==> config.mk <==
export PLATFORM = sky130hd
export DESIGN_NAME = idle_release_and_reset_gen
export DESIGN_NICKNAME = d
export VERILOG_FILES = /design/src/idle_reset_pkg.sv /design/src/idle_release_and_reset_gen.sv /design/src/machine_cycle_gen.sv /design/src/reset_combiner.sv
export VERILOG_INCLUDE_DIRS = /design/src
export SDC_FILE = /design/constraint.sdc
export NUM_CORES = 1
export LEC_CHECK = 0
export ABC_CLOCK_PERIOD_IN_PS = 3500
export BUFFER_PORTS_ARGS = -buffer_cell sky130_fd_sc_hd__buf_2
export CAP_MARGIN = 10
export CORE_MARGIN = 3
export CORE_UTILIZATION = 57
export DETAILED_ROUTE_END_ITERATION = 8
export GPL_TIMING_DRIVEN = 0
export PLACE_DENSITY = 0.95
export SLEW_MARGIN = 20
export SYNTH_ARGS = -nofsm -noshare
export SYNTH_HDL_FRONTEND = slang
export SYNTH_SLANG_ARGS = --single-unit
==> constraint.sdc <==
create_clock -name ref_clk -period 3.5 [get_ports ref_clk]
set_input_delay 0.175 -clock ref_clk [delete_from_list [all_inputs] [get_ports ref_clk]]
set_output_delay 0.175 -clock ref_clk [all_outputs]
set_load 0.05 [all_outputs]
==> src/idle_reset_regs.svh <==
// Offsets, field positions, reset values and timing counts of the block
`ifndef IDLE_RESET_REGS_SVH
`define IDLE_RESET_REGS_SVH

// Register byte offsets on the AXI4-Lite slave
`define OFF_SYSCTL2 8'h00
`define OFF_TRAP_ALLOW 8'h04
`define OFF_TRAP_KEY 8'h08
`define OFF_CORE 8'h0C
`define OFF_ENABLE 8'h10
`define OFF_PEND 8'h14
`define OFF_CAUSE 8'h18
`define OFF_STATUS 8'h1C

// Second system control register fields
`define SYS2_GUARD_BIT 7
`define SYS2_ZERO_BIT 5
`define SYS2_IDLE_BIT 4
`define SYS2_RESET_VAL 8'h80

// Core flag register fields
`define CORE_BANK_LSB 0
`define CORE_BANK_W 4
`define CORE_MIE_BIT 4
`define CORE_NEST_BIT 5
`define CORE_JF_BIT 6
`define CORE_WDTEN_BIT 7

// Reset cause bits
`define CAUSE_PIN 0
`define CAUSE_TRAP 1
`define CAUSE_WDT 2
`define CAUSE_CLK 3

// Trap unlock key, value is arbitrary
`define TRAP_KEY_VAL 8'hA5

// Reset vector location
`define RESET_VECTOR 20'hF_FFFC

// Timing: clocks, machine cycle, internal reset hold time
`define REF_CLK_HZ 20000000
`define OSC_HZ 20000000
`define MC_STATES 4
`define RST_HOLD_FC 12
`define RST_HOLD_CYC ((`RST_HOLD_FC * `REF_CLK_HZ + `OSC_HZ - 1) / `OSC_HZ)

`endif

==> src/idle_reset_pkg.sv <==
// Types shared by the sleep release and reset generator
package idle_reset_pkg;

  // Core operating mode
  typedef enum logic {MODE_RUN, MODE_IDLE} mode_type;

  // AXI response codes
  typedef enum logic [1:0] {
    RESP_OKAY = 2'b00,
    RESP_SLVERR = 2'b10,
    RESP_DECERR = 2'b11
  } resp_type;

endpackage

==> src/idle_release_and_reset_gen.sv <==
// Sleep release, reset generation and core flag registers
// Contract
// - Enabled interrupt with master off resumes, no vector
// - Enabled interrupt with master on wakes and vectors
// - Reset pin in sleep resets, restarts running
// - Watchdog interrupt before sleep entry cancels sleep
// - Reset from pin, trap, watchdog or clock guard
// - Reset causes cleared by power-on, not by internal reset
// - Reset clears bank, enables, nesting, prescaler, divider
// - Reset sets jump flag, enables watchdog, keeps rest
// - Pin low three machine cycles initialises device
// - Pin release fetches reset vector then runs
// - Permitted trap resets on fetch from data areas
// - Trap permitted after reset, changed by key
// - Prohibited trap lets RAM fetches execute
// - Trap control and key registers write-only
// - Software trap next address inside area traps
// - Clock guard bit writes raise internal reset
// - Sleep stops core and watchdog, peripherals run
// - Sleep entered by sleep-request bit write
// - Machine cycle is four clock states
// - Pending latch set by request, cleared on accept
//
// The AXI4-Lite register port and the register addresses were decided locally.
`timescale 1ns/100ps
`include "idle_reset_regs.svh"
module idle_release_and_reset_gen #(
  parameter int N_SRC = 8,
  parameter int ADDR_W = 8,
  parameter logic [19:0] RAM_LO = 20'h0_0040,
  parameter logic [19:0] RAM_HI = 20'h0_02BF,
  parameter logic [19:0] DBR_LO = 20'h0_0F00,
  parameter logic [19:0] DBR_HI = 20'h0_0FFF
) (
  input wire logic ref_clk,
  input wire logic resetn,
  // AXI4-Lite slave
  input wire logic [ADDR_W-1:0] s_axi_awaddr,
  input wire logic s_axi_awvalid,
  output logic s_axi_awready,
  input wire logic [31:0] s_axi_wdata,
  input wire logic [3:0] s_axi_wstrb,
  input wire logic s_axi_wvalid,
  output logic s_axi_wready,
  output logic [1:0] s_axi_bresp,
  output logic s_axi_bvalid,
  input wire logic s_axi_bready,
  input wire logic [ADDR_W-1:0] s_axi_araddr,
  input wire logic s_axi_arvalid,
  output logic s_axi_arready,
  output logic [31:0] s_axi_rdata,
  output logic [1:0] s_axi_rresp,
  output logic s_axi_rvalid,
  input wire logic s_axi_rready,
  // External reset pin, raw
  input wire logic reset_pin_n,
  // Core fetch and interrupt side
  input wire logic fetch_valid,
  input wire logic [19:0] fetch_addr,
  input wire logic swi_exec,
  input wire logic [N_SRC-1:0] irq_request,
  input wire logic wdt_reset,
  output logic core_reset_n,
  output logic core_run,
  output logic periph_run,
  output logic wdt_run,
  output logic irq_accept,
  output logic [4:0] irq_accept_id,
  output logic wake_resume,
  output logic vector_fetch,
  output logic [19:0] vector_addr,
  output logic [3:0] bank_selector,
  output logic master_irq_enable,
  output logic nesting_flag,
  output logic jump_status_flag,
  output logic [1:0] mc_state,
  output logic [20:0] div_out
);

  // State of the block, divider and reset combiner apart
  typedef struct packed {
    logic aw_v;
    logic [ADDR_W-1:0] aw_a;
    logic w_v;
    logic [31:0] w_d;
    logic [3:0] w_s;
    logic bvalid;
    logic [1:0] bresp;
    logic rvalid;
    logic [31:0] rdata;
    logic [1:0] rresp;
    idle_reset_pkg::mode_type mode;
    logic idle_req;
    logic [7:0] sys2;
    logic [7:0] core;
    logic [N_SRC-1:0] en;
    logic [N_SRC-1:0] pend;
    logic trap_allowed;
    logic key_armed;
    logic [3:0] cause;
    logic accept;
    logic [4:0] accept_id;
    logic resume;
    logic rst_d;
    logic vec;
  } state_type;

  state_type s_r;
  state_type s_nxt;

  logic rst_int; // Internal reset level
  logic pin_low; // Synchronised pin level
  logic mc_tick; // Last state of a machine cycle
  logic trap_hit; // Fetch into a forbidden area
  logic guard_hit; // Clock guard write seen
  logic [N_SRC-1:0] en_eff; // Enables, watchdog source always on
  logic [N_SRC-1:0] wake_set; // Pending and enabled sources
  logic [19:0] chk_addr; // Address examined for the trap

  // Byte lane merge of a write into an old value
  function automatic logic [31:0] merge(input logic [31:0] old,
                                        input logic [31:0] dat,
                                        input logic [3:0] strb);
    logic [31:0] r;
    r = old;
    for (int i = 0; i < 4; i++)
    begin
      if (strb[i])
        r[8*i +: 8] = dat[8*i +: 8];
    end
    return r;
  endfunction

  // Machine cycle timing, cleared by internal reset
  machine_cycle_gen #(
    .PRE_W(3),
    .DIV_W(21)
  ) u_mc (
    .ref_clk(ref_clk),
    .resetn(resetn),
    .clr(rst_int),
    .mc_state(mc_state),
    .mc_tick(mc_tick),
    .div_out(div_out)
  );

  // All reset causes merged into one stretched level
  reset_combiner #(
    .HOLD(`RST_HOLD_CYC)
  ) u_rst (
    .ref_clk(ref_clk),
    .resetn(resetn),
    .reset_pin_n(reset_pin_n),
    .cause_pulse({guard_hit, wdt_reset, trap_hit}),
    .rst_int(rst_int),
    .pin_low(pin_low)
  );

  // Trap check; a software trap looks one address ahead
  always_comb
  begin
    chk_addr = swi_exec ? fetch_addr + 20'h0_0001 : fetch_addr;
    trap_hit = 1'b0;
    if (fetch_valid && core_run)
    begin
      // Special function space below RAM always traps
      if (chk_addr < RAM_LO)
        trap_hit = 1'b1;
      // RAM only while trapping is permitted
      else if (chk_addr <= RAM_HI && s_r.trap_allowed)
        trap_hit = 1'b1;
      // Data buffer space always traps
      else if (chk_addr >= DBR_LO && chk_addr <= DBR_HI)
        trap_hit = 1'b1;
    end
  end

  // Clock guard: a write that would stop the clock resets instead
  assign guard_hit = s_r.aw_v && s_r.w_v && !s_r.bvalid && s_r.w_s[0]
    && s_r.aw_a == `OFF_SYSCTL2
    && (!s_r.w_d[`SYS2_GUARD_BIT] || s_r.w_d[`SYS2_ZERO_BIT]);

  // Source 0 is the watchdog interrupt, pseudo non-maskable
  assign en_eff = s_r.en | N_SRC'(1);
  assign wake_set = s_r.pend & en_eff;

  // Next state: bus, sleep control, acceptance, reset
  always_comb
  begin
    logic [31:0] wd;
    logic acc_done;
    logic [N_SRC-1:0] clr_mask;
    wd = 32'h0000_0000;
    acc_done = 1'b0;
    clr_mask = '0;
    s_nxt = s_r;
    s_nxt.accept = 1'b0;
    s_nxt.resume = 1'b0;
    // Response handshakes retire
    if (s_r.bvalid && s_axi_bready)
      s_nxt.bvalid = 1'b0;
    if (s_r.rvalid && s_axi_rready)
      s_nxt.rvalid = 1'b0;
    // Address and data taken in either order
    if (!s_r.aw_v && s_axi_awvalid)
    begin
      s_nxt.aw_v = 1'b1;
      s_nxt.aw_a = s_axi_awaddr;
    end
    if (!s_r.w_v && s_axi_wvalid)
    begin
      s_nxt.w_v = 1'b1;
      s_nxt.w_d = s_axi_wdata;
      s_nxt.w_s = s_axi_wstrb;
    end
    // Read answered one cycle after the address
    if (!s_r.rvalid && s_axi_arvalid)
    begin
      s_nxt.rvalid = 1'b1;
      s_nxt.rresp = idle_reset_pkg::RESP_OKAY;
      unique case (s_axi_araddr)
        `OFF_SYSCTL2:
          s_nxt.rdata = {24'h00_0000, s_r.sys2[7:4], 4'h0};
        // Trap control and key read back nothing
        `OFF_TRAP_ALLOW, `OFF_TRAP_KEY:
          s_nxt.rdata = 32'h0000_0000;
        `OFF_CORE:
          s_nxt.rdata = {24'h00_0000, s_r.core};
        `OFF_ENABLE:
          s_nxt.rdata = 32'(s_r.en);
        `OFF_PEND:
          s_nxt.rdata = 32'(s_r.pend);
        `OFF_CAUSE:
          s_nxt.rdata = {28'h000_0000, s_r.cause};
        `OFF_STATUS:
          s_nxt.rdata = {30'h0000_0000, s_r.trap_allowed,
                         s_r.mode == idle_reset_pkg::MODE_IDLE};
        default:
        begin
          // Unmapped address
          s_nxt.rdata = 32'h0000_0000;
          s_nxt.rresp = idle_reset_pkg::RESP_DECERR;
        end
      endcase
    end
    // Sleep entry takes effect at a machine cycle boundary
    if (s_r.idle_req && mc_tick)
    begin
      s_nxt.idle_req = 1'b0;
      // A watchdog interrupt in flight wins over sleep
      if (!(s_r.pend[0] || irq_request[0]))
        s_nxt.mode = idle_reset_pkg::MODE_IDLE;
    end
    // Wake from sleep on any enabled pending source
    if (s_r.mode == idle_reset_pkg::MODE_IDLE && (|wake_set))
    begin
      s_nxt.mode = idle_reset_pkg::MODE_RUN;
      // Master off: plain resume, latch left for software
      if (!s_r.core[`CORE_MIE_BIT] && !wake_set[0])
        s_nxt.resume = 1'b1;
    end
    // Acceptance in run mode, lowest index has priority
    else if (s_r.mode == idle_reset_pkg::MODE_RUN && mc_tick)
    begin
      for (int i = 0; i < N_SRC; i++)
      begin
        if (!acc_done && wake_set[i]
            && (s_r.core[`CORE_MIE_BIT] || i == 0))
        begin
          acc_done = 1'b1;
          s_nxt.accept = 1'b1;
          s_nxt.accept_id = 5'(i);
          clr_mask[i] = 1'b1;
        end
      end
      if (acc_done)
      begin
        // Handler runs with master off and nesting noted
        s_nxt.core[`CORE_MIE_BIT] = 1'b0;
        s_nxt.core[`CORE_NEST_BIT] = 1'b1;
      end
    end
    s_nxt.pend = s_r.pend & ~clr_mask;
    // Register write once both halves are held
    if (s_r.aw_v && s_r.w_v && !s_r.bvalid)
    begin
      s_nxt.aw_v = 1'b0;
      s_nxt.w_v = 1'b0;
      s_nxt.bvalid = 1'b1;
      s_nxt.bresp = idle_reset_pkg::RESP_OKAY;
      unique case (s_r.aw_a)
        `OFF_SYSCTL2:
        begin
          wd = merge({24'h00_0000, s_r.sys2}, s_r.w_d, s_r.w_s);
          s_nxt.sys2 = {wd[7:4], 4'h0};
          // Sleep request only from a legal write
          if (!guard_hit && wd[`SYS2_IDLE_BIT])
            s_nxt.idle_req = 1'b1;
        end
        `OFF_TRAP_ALLOW:
        begin
          // Changes only on the first write here after the key was written
          if (s_r.key_armed && s_r.w_s[0])
            s_nxt.trap_allowed = s_r.w_d[0];
          s_nxt.key_armed = 1'b0;
        end
        `OFF_TRAP_KEY:
          s_nxt.key_armed = s_r.w_s[0]
            && s_r.w_d[7:0] == `TRAP_KEY_VAL;
        `OFF_CORE:
        begin
          wd = merge({24'h00_0000, s_r.core}, s_r.w_d, s_r.w_s);
          s_nxt.core = wd[7:0];
        end
        `OFF_ENABLE:
        begin
          wd = merge(32'(s_r.en), s_r.w_d, s_r.w_s);
          s_nxt.en = wd[N_SRC-1:0];
        end
        `OFF_PEND:
        begin
          // Plain store; the waking latch is cleared this way
          wd = merge(32'(s_r.pend), s_r.w_d, s_r.w_s);
          s_nxt.pend = wd[N_SRC-1:0] & ~clr_mask;
        end
        `OFF_CAUSE:
          // Write one to clear a cause bit
          if (s_r.w_s[0])
            s_nxt.cause = s_r.cause & ~s_r.w_d[3:0];
        `OFF_STATUS:
          s_nxt.bresp = idle_reset_pkg::RESP_OKAY;
        default:
          s_nxt.bresp = idle_reset_pkg::RESP_DECERR;
      endcase
    end
    // New requests win over accept and write clears in the same cycle
    s_nxt.pend = s_nxt.pend | irq_request;
    // Cause flags are sticky; internal reset does not clear them
    s_nxt.cause = s_nxt.cause | {guard_hit, wdt_reset, trap_hit,
                                 pin_low};
    // Internal reset: defined core state, others left alone
    if (rst_int)
    begin
      s_nxt.mode = idle_reset_pkg::MODE_RUN;
      s_nxt.idle_req = 1'b0;
      s_nxt.sys2 = `SYS2_RESET_VAL;
      s_nxt.core[`CORE_BANK_LSB +: `CORE_BANK_W] = 4'h0;
      s_nxt.core[`CORE_MIE_BIT] = 1'b0;
      s_nxt.core[`CORE_NEST_BIT] = 1'b0;
      s_nxt.core[`CORE_JF_BIT] = 1'b1;
      s_nxt.core[`CORE_WDTEN_BIT] = 1'b1;
      s_nxt.en = '0;
      s_nxt.pend = '0;
      s_nxt.trap_allowed = 1'b1;
      s_nxt.key_armed = 1'b0;
      s_nxt.accept = 1'b0;
      s_nxt.resume = 1'b0;
    end
    // Vector fetch on the cycle after release
    s_nxt.rst_d = rst_int;
    s_nxt.vec = s_r.rst_d && !rst_int;
  end

  // State register; resetn loads every field, core state also reset via rst_int
  always_ff @(posedge ref_clk or negedge resetn)
  begin
    if (!resetn)
    begin
      s_r <= '0;
      s_r.mode <= idle_reset_pkg::MODE_RUN;
      s_r.sys2 <= `SYS2_RESET_VAL;
      s_r.core <= 8'hC0;
      s_r.trap_allowed <= 1'b1;
      s_r.rst_d <= 1'b1;
    end
    else
    begin
      s_r <= s_nxt;
    end
  end

  // Handshake readies are combinational
  assign s_axi_awready = !s_r.aw_v;
  assign s_axi_wready = !s_r.w_v;
  assign s_axi_arready = !s_r.rvalid;
  assign s_axi_bvalid = s_r.bvalid;
  assign s_axi_bresp = s_r.bresp;
  assign s_axi_rvalid = s_r.rvalid;
  assign s_axi_rdata = s_r.rdata;
  assign s_axi_rresp = s_r.rresp;

  // Core side outputs; sleep halts core and watchdog only
  assign core_reset_n = !rst_int;
  assign core_run = !rst_int
    && s_r.mode == idle_reset_pkg::MODE_RUN;
  assign periph_run = !rst_int;
  assign wdt_run = core_run && s_r.core[`CORE_WDTEN_BIT];
  assign irq_accept = s_r.accept;
  assign irq_accept_id = s_r.accept_id;
  assign wake_resume = s_r.resume;
  assign vector_fetch = s_r.vec;
  assign vector_addr = `RESET_VECTOR;
  assign bank_selector = s_r.core[`CORE_BANK_LSB +: `CORE_BANK_W];
  assign master_irq_enable = s_r.core[`CORE_MIE_BIT];
  assign nesting_flag = s_r.core[`CORE_NEST_BIT];
  assign jump_status_flag = s_r.core[`CORE_JF_BIT];

endmodule

==> src/machine_cycle_gen.sv <==
// Machine cycle state counter, prescaler and divider chain
`timescale 1ns/100ps
`include "idle_reset_regs.svh"
module machine_cycle_gen #(
  parameter int PRE_W = 3,
  parameter int DIV_W = 21
) (
  input wire logic ref_clk,
  input wire logic resetn,
  input wire logic clr,
  output logic [1:0] mc_state,
  output logic mc_tick,
  output logic [DIV_W-1:0] div_out
);

  // All state of the divider in one word
  typedef struct packed {
    logic [1:0] st;
    logic [PRE_W-1:0] pre;
    logic [DIV_W-1:0] div;
    logic tick;
  } mc_type;

  mc_type s_r;
  mc_type s_nxt;

  // Four states per machine cycle, divider steps on prescaler wrap
  always_comb
  begin
    s_nxt = s_r;
    s_nxt.tick = 1'b0;
    if (clr)
    begin
      s_nxt = '0;
    end
    else
    begin
      s_nxt.st = s_r.st + 2'd1;
      s_nxt.tick = (s_r.st == 2'(`MC_STATES - 2));
      s_nxt.pre = s_r.pre + PRE_W'(1);
      if (&s_r.pre)
      begin
        s_nxt.div = s_r.div + DIV_W'(1);
      end
    end
  end

  // State register
  always_ff @(posedge ref_clk or negedge resetn)
  begin
    if (!resetn)
      s_r <= '0;
    else
      s_r <= s_nxt;
  end

  assign mc_state = s_r.st;
  assign mc_tick = s_r.tick;
  assign div_out = s_r.div;

endmodule

==> src/reset_combiner.sv <==
// Combines reset causes into one stretched internal reset
`timescale 1ns/100ps
`include "idle_reset_regs.svh"
module reset_combiner #(
  parameter int HOLD = `RST_HOLD_CYC
) (
  input wire logic ref_clk,
  input wire logic resetn,
  input wire logic reset_pin_n,
  input wire logic [2:0] cause_pulse,
  output logic rst_int,
  output logic pin_low
);

  // Synchroniser pair, hold counter and output level
  typedef struct packed {
    logic meta;
    logic pin;
    logic [7:0] cnt;
    logic rst;
  } comb_type;

  comb_type s_r;
  comb_type s_nxt;

  // Any cause restarts the hold; release only once all are gone
  always_comb
  begin
    s_nxt = s_r;
    s_nxt.meta = reset_pin_n;
    s_nxt.pin = s_r.meta;
    if (!s_r.pin || (|cause_pulse))
      s_nxt.cnt = 8'(HOLD);
    else if (s_r.cnt != 8'h00)
      s_nxt.cnt = s_r.cnt - 8'h01;
    s_nxt.rst = !s_r.pin || (|cause_pulse) || (s_r.cnt > 8'h01);
  end

  // Reset asserted from power-on until the pin has been seen high and the hold count has run out
  always_ff @(posedge ref_clk or negedge resetn)
  begin
    if (!resetn)
      s_r <= '{meta: 1'b0, pin: 1'b0, cnt: 8'h00, rst: 1'b1};
    else
      s_r <= s_nxt;
  end

  assign rst_int = s_r.rst;
  assign pin_low = !s_r.pin;

endmodule
==> results.toml, run 1 <==
[outcome]
status = "finished, violations left"
failed_checks = "negative hold slack"

[drt]
detail_route.wirelength_mm = 16.3
avgViaCountPerCell = 5.63
detailedRoute.firstIterationViolations = 526
drt_drc_violations_left = 0
dr_total_vias = 5777
drt-wirelength-per-cell_um = 15.9
drt_first_pass_iters = 5
ant_nets = 0

[power_and_ir_drop]
switchingPower_uw = 1250
sw_frac_of_total_pct = 35.0
clock_power_share_pct = 29.9
power_per_cell_area_nw_per_um2 = 446
peakVddDrop_uv = 303
p_int_uw = 2320
register_share_of_total_power_pct = 46.3
p_leak_uw = 0.00380
total_power_uw = 3570
pwr-share-comb_pct = 23.8

[worst_setup_path]
setup.worst_path.end_class = "output pin"
cpMostUsedCell = "clkbuf_1"
timing.critical_path.buf_inv = 5
slowest_stage_delay_cp_ns = 0.53
critical_path_peak_fanout = 11
worst_path_max_delay_cell = "dfstp_2"
timing.critical_path.max_delay_family = "buffers and inverters"
criticalPathCategory = "flop to output pin"
timing.critical_path.from_type = "flop"
worstPathArrival_ns = 2.18
timing.critical_path.required_ns = 3.32
timing.critical_path.cells = "clkbuf_1, inv_1, clkbuf_1, buf_4, buf_2"

[timing]
worst_pin_slew_ns = 0.804
totalNegativeSetupSlack_ns = 0
timing.final.crit_period_ns = 2.35
setup_viol = 0
final-max-slew-violation-count = 0
worst_clock_skew_ns = 0.0101
setup_repair_after_global_routing_missed_its_margin = "false"
finalHoldViolations = 1
relSlewSlack_pct = 46.4
fin_hold_ws_ns = -0.00206
fmaxAchievable_mhz = 425
finalCritPeriodShare_pct = 67.2

[floorplanning]
floorplan.die.height_um = 114
rows = 38
boundaryPins = 194
design.core.area_um2 = 11200
die_width_um = 114
die_area_um2 = 13100
floorplan.initialDensity_pct = 59.9

[finish]
fin_area_um2 = 7990
antennaDiodeCount = 0
drive_gt1_share_pct = 31.0
nets = 979
area_delta_synth_final_pct = 19.3

[clocking]
cts_max_level = 3
clock_tree.buffer_depth = 2
tritoncts.num_buffers = 9
clk_pin_slew_worst_paths_ns = 0.08
insertion_delay_ns = 0.35
cts.repair_timing.setup_buffer_count = 0
tritoncts_clock_tree = "built"
cts_root_buffer = "clkbuf_16"
tritoncts_num_sinks = 112

[place]
gp_congestion = 0.938
post_dp_cell_area_um2 = 7660
hpwlAfterDp_mm = 12.0
io_buffers = 118

[synth]
ys_ff_latch = 112
netlist-cell-type-count = 79
number_of_synthesized_flops_with_an_enable_pin = 0
synth-xor-area-share_pct = 2.75
yosysWarnings = 0
synth-adder-area-share_pct = 1.31
postSynth.asyncResetShare_pct = 100
ys_dominant_reg_cell = "dfrtp_1"
synth_mux_area_share_pct = 7.75
post_synth.cell_area_avg_um2 = 9.50
main_combinational_cell_family_by_area_after_synthesis = "simple AND/OR/NAND/NOR gates"
netlist_area_um2 = 6700
synthCells = 705
synth_sequential_area_ratio_pct = 42.0
synthSimpleGateAreaFrac_pct = 21.2
synth-compound-area-share_pct = 12.3

[job]
timing.max_cap.violations = 0

[global_route]
grt_usage_pct = 24.9
overflow = 0
first_pass_grt_wire_length_mm = 26.1
antenna_violations_before_repair = 1
number_of_global_route_vias_before_repair = 5529
maximum_number_of_pins_on_one_net_before_global_route_repair = 78

[hold_path]
hp-class = "input pin to flop"
==> worst reg2reg max path: cells and delay by family (launching register included) <==
family,cells,cell delay (ns)
AO/OA/AOI/OAI,1,0.18
AND/OR/NAND/NOR,4,1.00
multiplexers,1,0.40
buffers and inverters,1,0.22
flip-flops,1,0.39
==> kinds of logic after synthesis <==
kind of cell | Yosys count
compound gates | 119
xor+xnor | 21
fa+ha+maj | 7
buf+inv | 133
flops | 112
mux | 47
other cells | 2
simple gates | 264
==> layout make-up <==
class / instances / area, um^2
buffer: 111 / 764
clock buffer: 9 / 225
clock inverter: 7 / 85.1
fill: 800 / 3180
inverter: 22 / 82.6
multi-input combinational: 504 / 3200
sequential: 112 / 2810
tap: 140 / 175
timing repair buffer: 121 / 644
==> state kept, by name, indices dropped and copies added, names as in the netlist, 2 cells and up <==
| signal | cells |
|---|---|
| en_eff | 7 |
| s_r | 42 |
| u_mc.div_out | 21 |
| irq_accept_id | 3 |
| s_axi_rdata | 8 |
| u_rst.s_r | 9 |
| u_mc.mc_state | 2 |
| u_mc.s_r | 3 |
| bank_selector | 4 |
==> power groups by stage <==
stage / Clock [uW] / Combinational [uW] / Sequential, uW
floorplan: 0 / 625 / 1610
global placement: 0 / 806 / 1650
detailed placement: 0 / 830 / 1660
CTS: 1070 / 847 / 1640
global route: 1130 / 910 / 1670
finish: 1070 / 847 / 1650
==> synthesized netlist by cell type, drive strengths merged, types with 16 or more instances <==
library cell | number | area share (%)
a21oi | 31 | 2.3
buf | 96 | 11
dfrtp | 106 | 40
inv | 22 | 1.2
mux2 | 19 | 3.2
mux2i | 26 | 3.9
nand2 | 67 | 3.8
nand3 | 22 | 1.9
nor2 | 71 | 4.1
nor2b | 16 | 1.5
o21ai | 22 | 1.6
==> per-stage QoR <==
stage                     cells  utilization, %  setup slack (ns)  hold WS, ns
final                      1026            71.5              1.15     -0.00206
after global routing       1026            71.5              1.06       0.0300
after CTS                  1026            71.5              1.20      0.00452
after detailed placement   1008            68.6              1.31       0.0877
after global placement     1007            68.3              1.03        0.284
after floorplan             749               -              1.36       -0.121
==> metal layers <==
metal | share of wire, % | vias up | wire [um] | track usage (%)
met5 | 0.043 | - | 7 | 0
met4 | 3.9 | 2 | 631 | 10.7
met3 | 8.1 | 71 | 1320 | 5.07
met2 | 50 | 278 | 8120 | 42.5
met1 | 38 | 2724 | 6250 | 30.6
li1 | - | 2702 | - | -
==> timing repair <==
| item | 4_1_cts | 5_1_grt |
|---|---|---|
| hold buffers | 2 | 0 |
| hold endpoints to repair | 34 | 0 |
| setup endpoints to repair | 0 | 0 |
| resized for setup | 0 | 0 |
==> final timing paths <==
| check | startpoint | to | slack, ns | depth (start not counted) |
|---|---|---|---|---|
| hold / removal | s_axi_rready | s_axi_rvalid | -0.002 | 2 |
| setup / recovery | u_rst.rst_int | periph_run | 1.15 | 5 |
| setup reg to reg | s_axi_bvalid | s_r[20] | 1.16 | 7 |
| hold reg to reg | u_rst.s_nxt[9] | u_rst.s_r[9] | 0.35 | 0 |
| max in group asynchronous | resetn | u_rst.rst_int | 2.51 | 3 |
| min in group asynchronous | resetn | s_axi_rvalid | 0.28 | 2 |
==> cell usage in the layout, fill, tap and decap left out, drive strengths merged, types with 8 or more instances in the layout <==
cell type  Yosys  routed
inv           22      26
nand2         67      67
buf           96     215
conb           2      46
mux2          19      19
nand4         15      15
nand3         22      22
a22o           9       9
o21ai         22      22
nor3          12      12
xor2           8       8
dfrtp        106     106
clkbuf        15      24
a21oi         31      31
nor2          71      71
or3           12      12
nor2b         16      16
mux2i         26      26
xnor2         13      13
(Power assumes the default switching activity.)
==> run 2, diff against run 1 <==
--- a/config.mk
+++ b/config.mk
@@ -6,14 +6,15 @@
 export SDC_FILE = /design/constraint.sdc
 export NUM_CORES = 1
 export LEC_CHECK = 0
-export ABC_CLOCK_PERIOD_IN_PS = 3500
+export ABC_AREA = 1
+export ABC_CLOCK_PERIOD_IN_PS = 2270
 export BUFFER_PORTS_ARGS = -buffer_cell sky130_fd_sc_hd__buf_2
 export CAP_MARGIN = 10
 export CORE_MARGIN = 3
-export CORE_UTILIZATION = 57
+export CORE_UTILIZATION = 53
 export DETAILED_ROUTE_END_ITERATION = 8
 export GPL_TIMING_DRIVEN = 0
-export PLACE_DENSITY = 0.95
+export PLACE_DENSITY = 0.92
 export SLEW_MARGIN = 20
 export SYNTH_ARGS = -nofsm -noshare
 export SYNTH_HDL_FRONTEND = slang
==> constraint.sdc (replaced) <==
create_clock -name ref_clk -period 2.27 [get_ports ref_clk]
set_input_delay 0.1135 -clock ref_clk [delete_from_list [all_inputs] [get_ports ref_clk]]
set_output_delay 0.1135 -clock ref_clk [all_outputs]
set_load 0.05 [all_outputs]
==> run 2 against run 1 <==
The run now ends clean. Critical path depth is the same. Global-route usage shrank 1.0 points. Total power grew 49%. Flip-flop and latch count is the same. Utilization shrank 4.4 points. Highest routed layer unchanged.
==> results.toml, run 2 <==
[synth]
synth_top_area_cell = "dfrtp_1"
ys_dominant_reg_cell = "dfrtp_1"
synthSimpleGateAreaFrac_pct = 27.1
post_synth.cell_area_avg_um2 = 7.91
netlist_area_um2 = 6690
synth_sequential_area_ratio_pct = 42.0
postSynth.asyncResetShare_pct = 100
synthCells = 846
main_combinational_cell_family_by_area_after_synthesis = "simple AND/OR/NAND/NOR gates"
synth-xor-area-share_pct = 0.916
netlist-cell-type-count = 54
number_of_synthesized_flops_with_an_enable_pin = 0
largest_cells_by_area_after_synthesis = "dfrtp_1 40%, buf_4 10%, nand2_1 9.4%"
synth_top_area_share_pct = 39.6
yosysWarnings = 0
synth_most_common_cell = "nand2_1"
synth_mux_area_share_pct = 0.842
synth-adder-area-share_pct = 1.31
synth-compound-area-share_pct = 11.0
ys_ff_latch = 112
synth_common_cells = "168 x nand2_1, 106 x dfrtp_1, 92 x nor2_1"

[clocking]
cts_root_buffer = "clkbuf_16"
cts_max_level = 3
tritoncts_num_sinks = 112
clk_pin_slew_worst_paths_ns = 0.07
tritoncts.num_buffers = 9
tritoncts_clock_tree = "built"
clock_tree.buffer_depth = 2
insertion_delay_ns = 0.35

[worst_setup_path]
critical_path_peak_fanout = 11
timing.critical_path.required_ns = 2.16
timing.critical_path.from_type = "flop"
worstPathArrival_ns = 2.02
criticalPathCategory = "flop to output pin"
setup.worst_path.end_class = "output pin"

[finish]
largest_register_ffs = 42
nets = 1135
drive_gt1_share_pct = 29.1
antennaDiodeCount = 0
layout_commonest_cell = "nand2_1"
register_name_with_the_most_flops = "s_r"
layout.cells.most_common_list = "168 x nand2_1, 122 x buf_2, 106 x dfrtp_1"
fin_area_um2 = 8160
area_delta_synth_final_pct = 22.0

[power_and_ir_drop]
peakVddDrop_uv = 502
p_leak_uw = 0.00428
power_per_cell_area_nw_per_um2 = 652
sw_frac_of_total_pct = 34.9
switchingPower_uw = 1850
register_share_of_total_power_pct = 44.1
pwr-share-comb_pct = 25.4
clock_power_share_pct = 30.4
p_int_uw = 3470

[drt]
drt_first_pass_iters = 5
avgViaCountPerCell = 5.06
detail_route.wirelength_mm = 16.6
drt_drc_violations_left = 0
dr_total_vias = 6124
drt-wirelength-per-cell_um = 13.7
ant_nets = 0
detailedRoute.firstIterationViolations = 474

[floorplanning]
floorplan.initialDensity_pct = 55.0
rows = 40
die_width_um = 118
floorplan.die.height_um = 118
die_area_um2 = 14000
boundaryPins = 194
design.core.area_um2 = 12200

[job]
timing.max_cap.violations = 0

[timing]
finalCritPeriodShare_pct = 93.8
relSlewSlack_pct = 57.1
timing.final.crit_period_ns = 2.13
final-max-slew-violation-count = 0
setup_viol = 0
fmaxAchievable_mhz = 470
setup_repair_after_global_routing_missed_its_margin = "false"
worst_clock_skew_ns = 0.00777
worst_pin_slew_ns = 0.642
fin_hold_ws_ns = 0.0161
finalHoldViolations = 0

[hold_path]
hp-class = "input pin to flop"

[place]
hpwlAfterDp_mm = 12.6
gp_congestion = 0.934
io_buffers = 120
post_dp_cell_area_um2 = 7700

[global_route]
maximum_number_of_pins_on_one_net_before_global_route_repair = 80
grt_usage_pct = 23.9
overflow = 0
antenna_violations_before_repair = 1
first_pass_grt_wire_length_mm = 27.6
number_of_global_route_vias_before_repair = 5895

[outcome]
status = "finished, final reports clean"
-- run 2: path summary, 6_finish.rpt --
check | from | end | slack [ns] | cells past startpoint
worst max-delay path | u_rst.rst_int | periph_run | 0.14 | 5
worst min register to register | u_rst.s_nxt[9] | u_rst.s_r[9] | 0.36 | 0
min in group asynchronous | resetn | u_mc.div_out[10] | 0.23 | 2
worst max register to register | u_mc.s_r[22] | u_mc.div_out[20] | 0.18 | 12
worst min-delay path | s_axi_awaddr[4] | s_r[128] | 0.02 | 3
max in group asynchronous | resetn | s_r[46] | 1.33 | 3
-- run 2: routing by layer --
layer	global-route usage (%)	up-vias	share of wire, %
li1	-	3002	-
met1	31.0	2783	40
met2	39.4	287	48
met3	5.02	50	8.4
met4	9.01	2	2.8
met5	0	-	0.042
-- run 2: cell type report --
type	count	area, um^2
well taps	168	210
plain buffers	104	747
fillers	1014	4000
flip-flops and latches	112	2810
multi-input cells	576	2930
repair buffers	137	790
clock inverters	6	66.3
clock buffers	10	239
inverters	97	369
-- run 2: power by group through the flow --
stage | sequential, uW | combinational, uW | clock (uW)
after floorplan | 2370 | 957 | 0
after global placement | 2370 | 1270 | 0
after detailed placement | 2380 | 1320 | 0
after CTS | 2340 | 1340 | 1630
after global routing | 2370 | 1470 | 1720
final | 2350 | 1350 | 1620
-- run 2: worst max-delay path: stages (launching register included) --
cell and delay [ns]:
dfstp_2 0.43, inv_1 0.08, clkbuf_1 0.36, buf_2 0.38
buf_4 0.16, buf_2 0.25
-- run 2: cells by family (layout without fill, tap and decap cells) --
| kind of cell | Yosys count | in the layout |
|---|---|---|
| AND/OR/NAND/NOR | 386 | 386 |
| AO/OA/AOI/OAI | 125 | 125 |
| other | 2 | 46 |
| flip-flops | 112 | 112 |
| adder cells (fa/ha/maj) | 7 | 7 |
| multiplexers | 5 | 5 |
| buffers and inverters | 202 | 354 |
| XOR/XNOR | 7 | 7 |
-- run 2: what timing repair did --
item / 4_1_cts / 5_1_grt
endpoints found under the setup margin: 2 / 2
pin swaps: 0 / 1
hold buffers: 14 / 0
resized for setup: 2 / 1
setup buffers: 0 / 2
hold endpoints to repair: 46 / 0
-- run 2: through the flow --
stage / util (%) / setup TNS [ns] / worst slack (ns) / std cells / power [uW]
3_3_place_gp: 63.0 / -23.64 / -0.229 / 1178 / 3650
6_report: 67.1 / 0 / 0.141 / 1210 / 5320
2_1_floorplan: - / 0 / 0.106 / 890 / 3330
3_5_place_dp: 63.3 / -0.0427 / -0.0427 / 1179 / 3700
4_1_cts: 67.0 / 0 / 0.152 / 1208 / 5320
5_1_grt: 67.1 / 0 / 0.0165 / 1210 / 5560
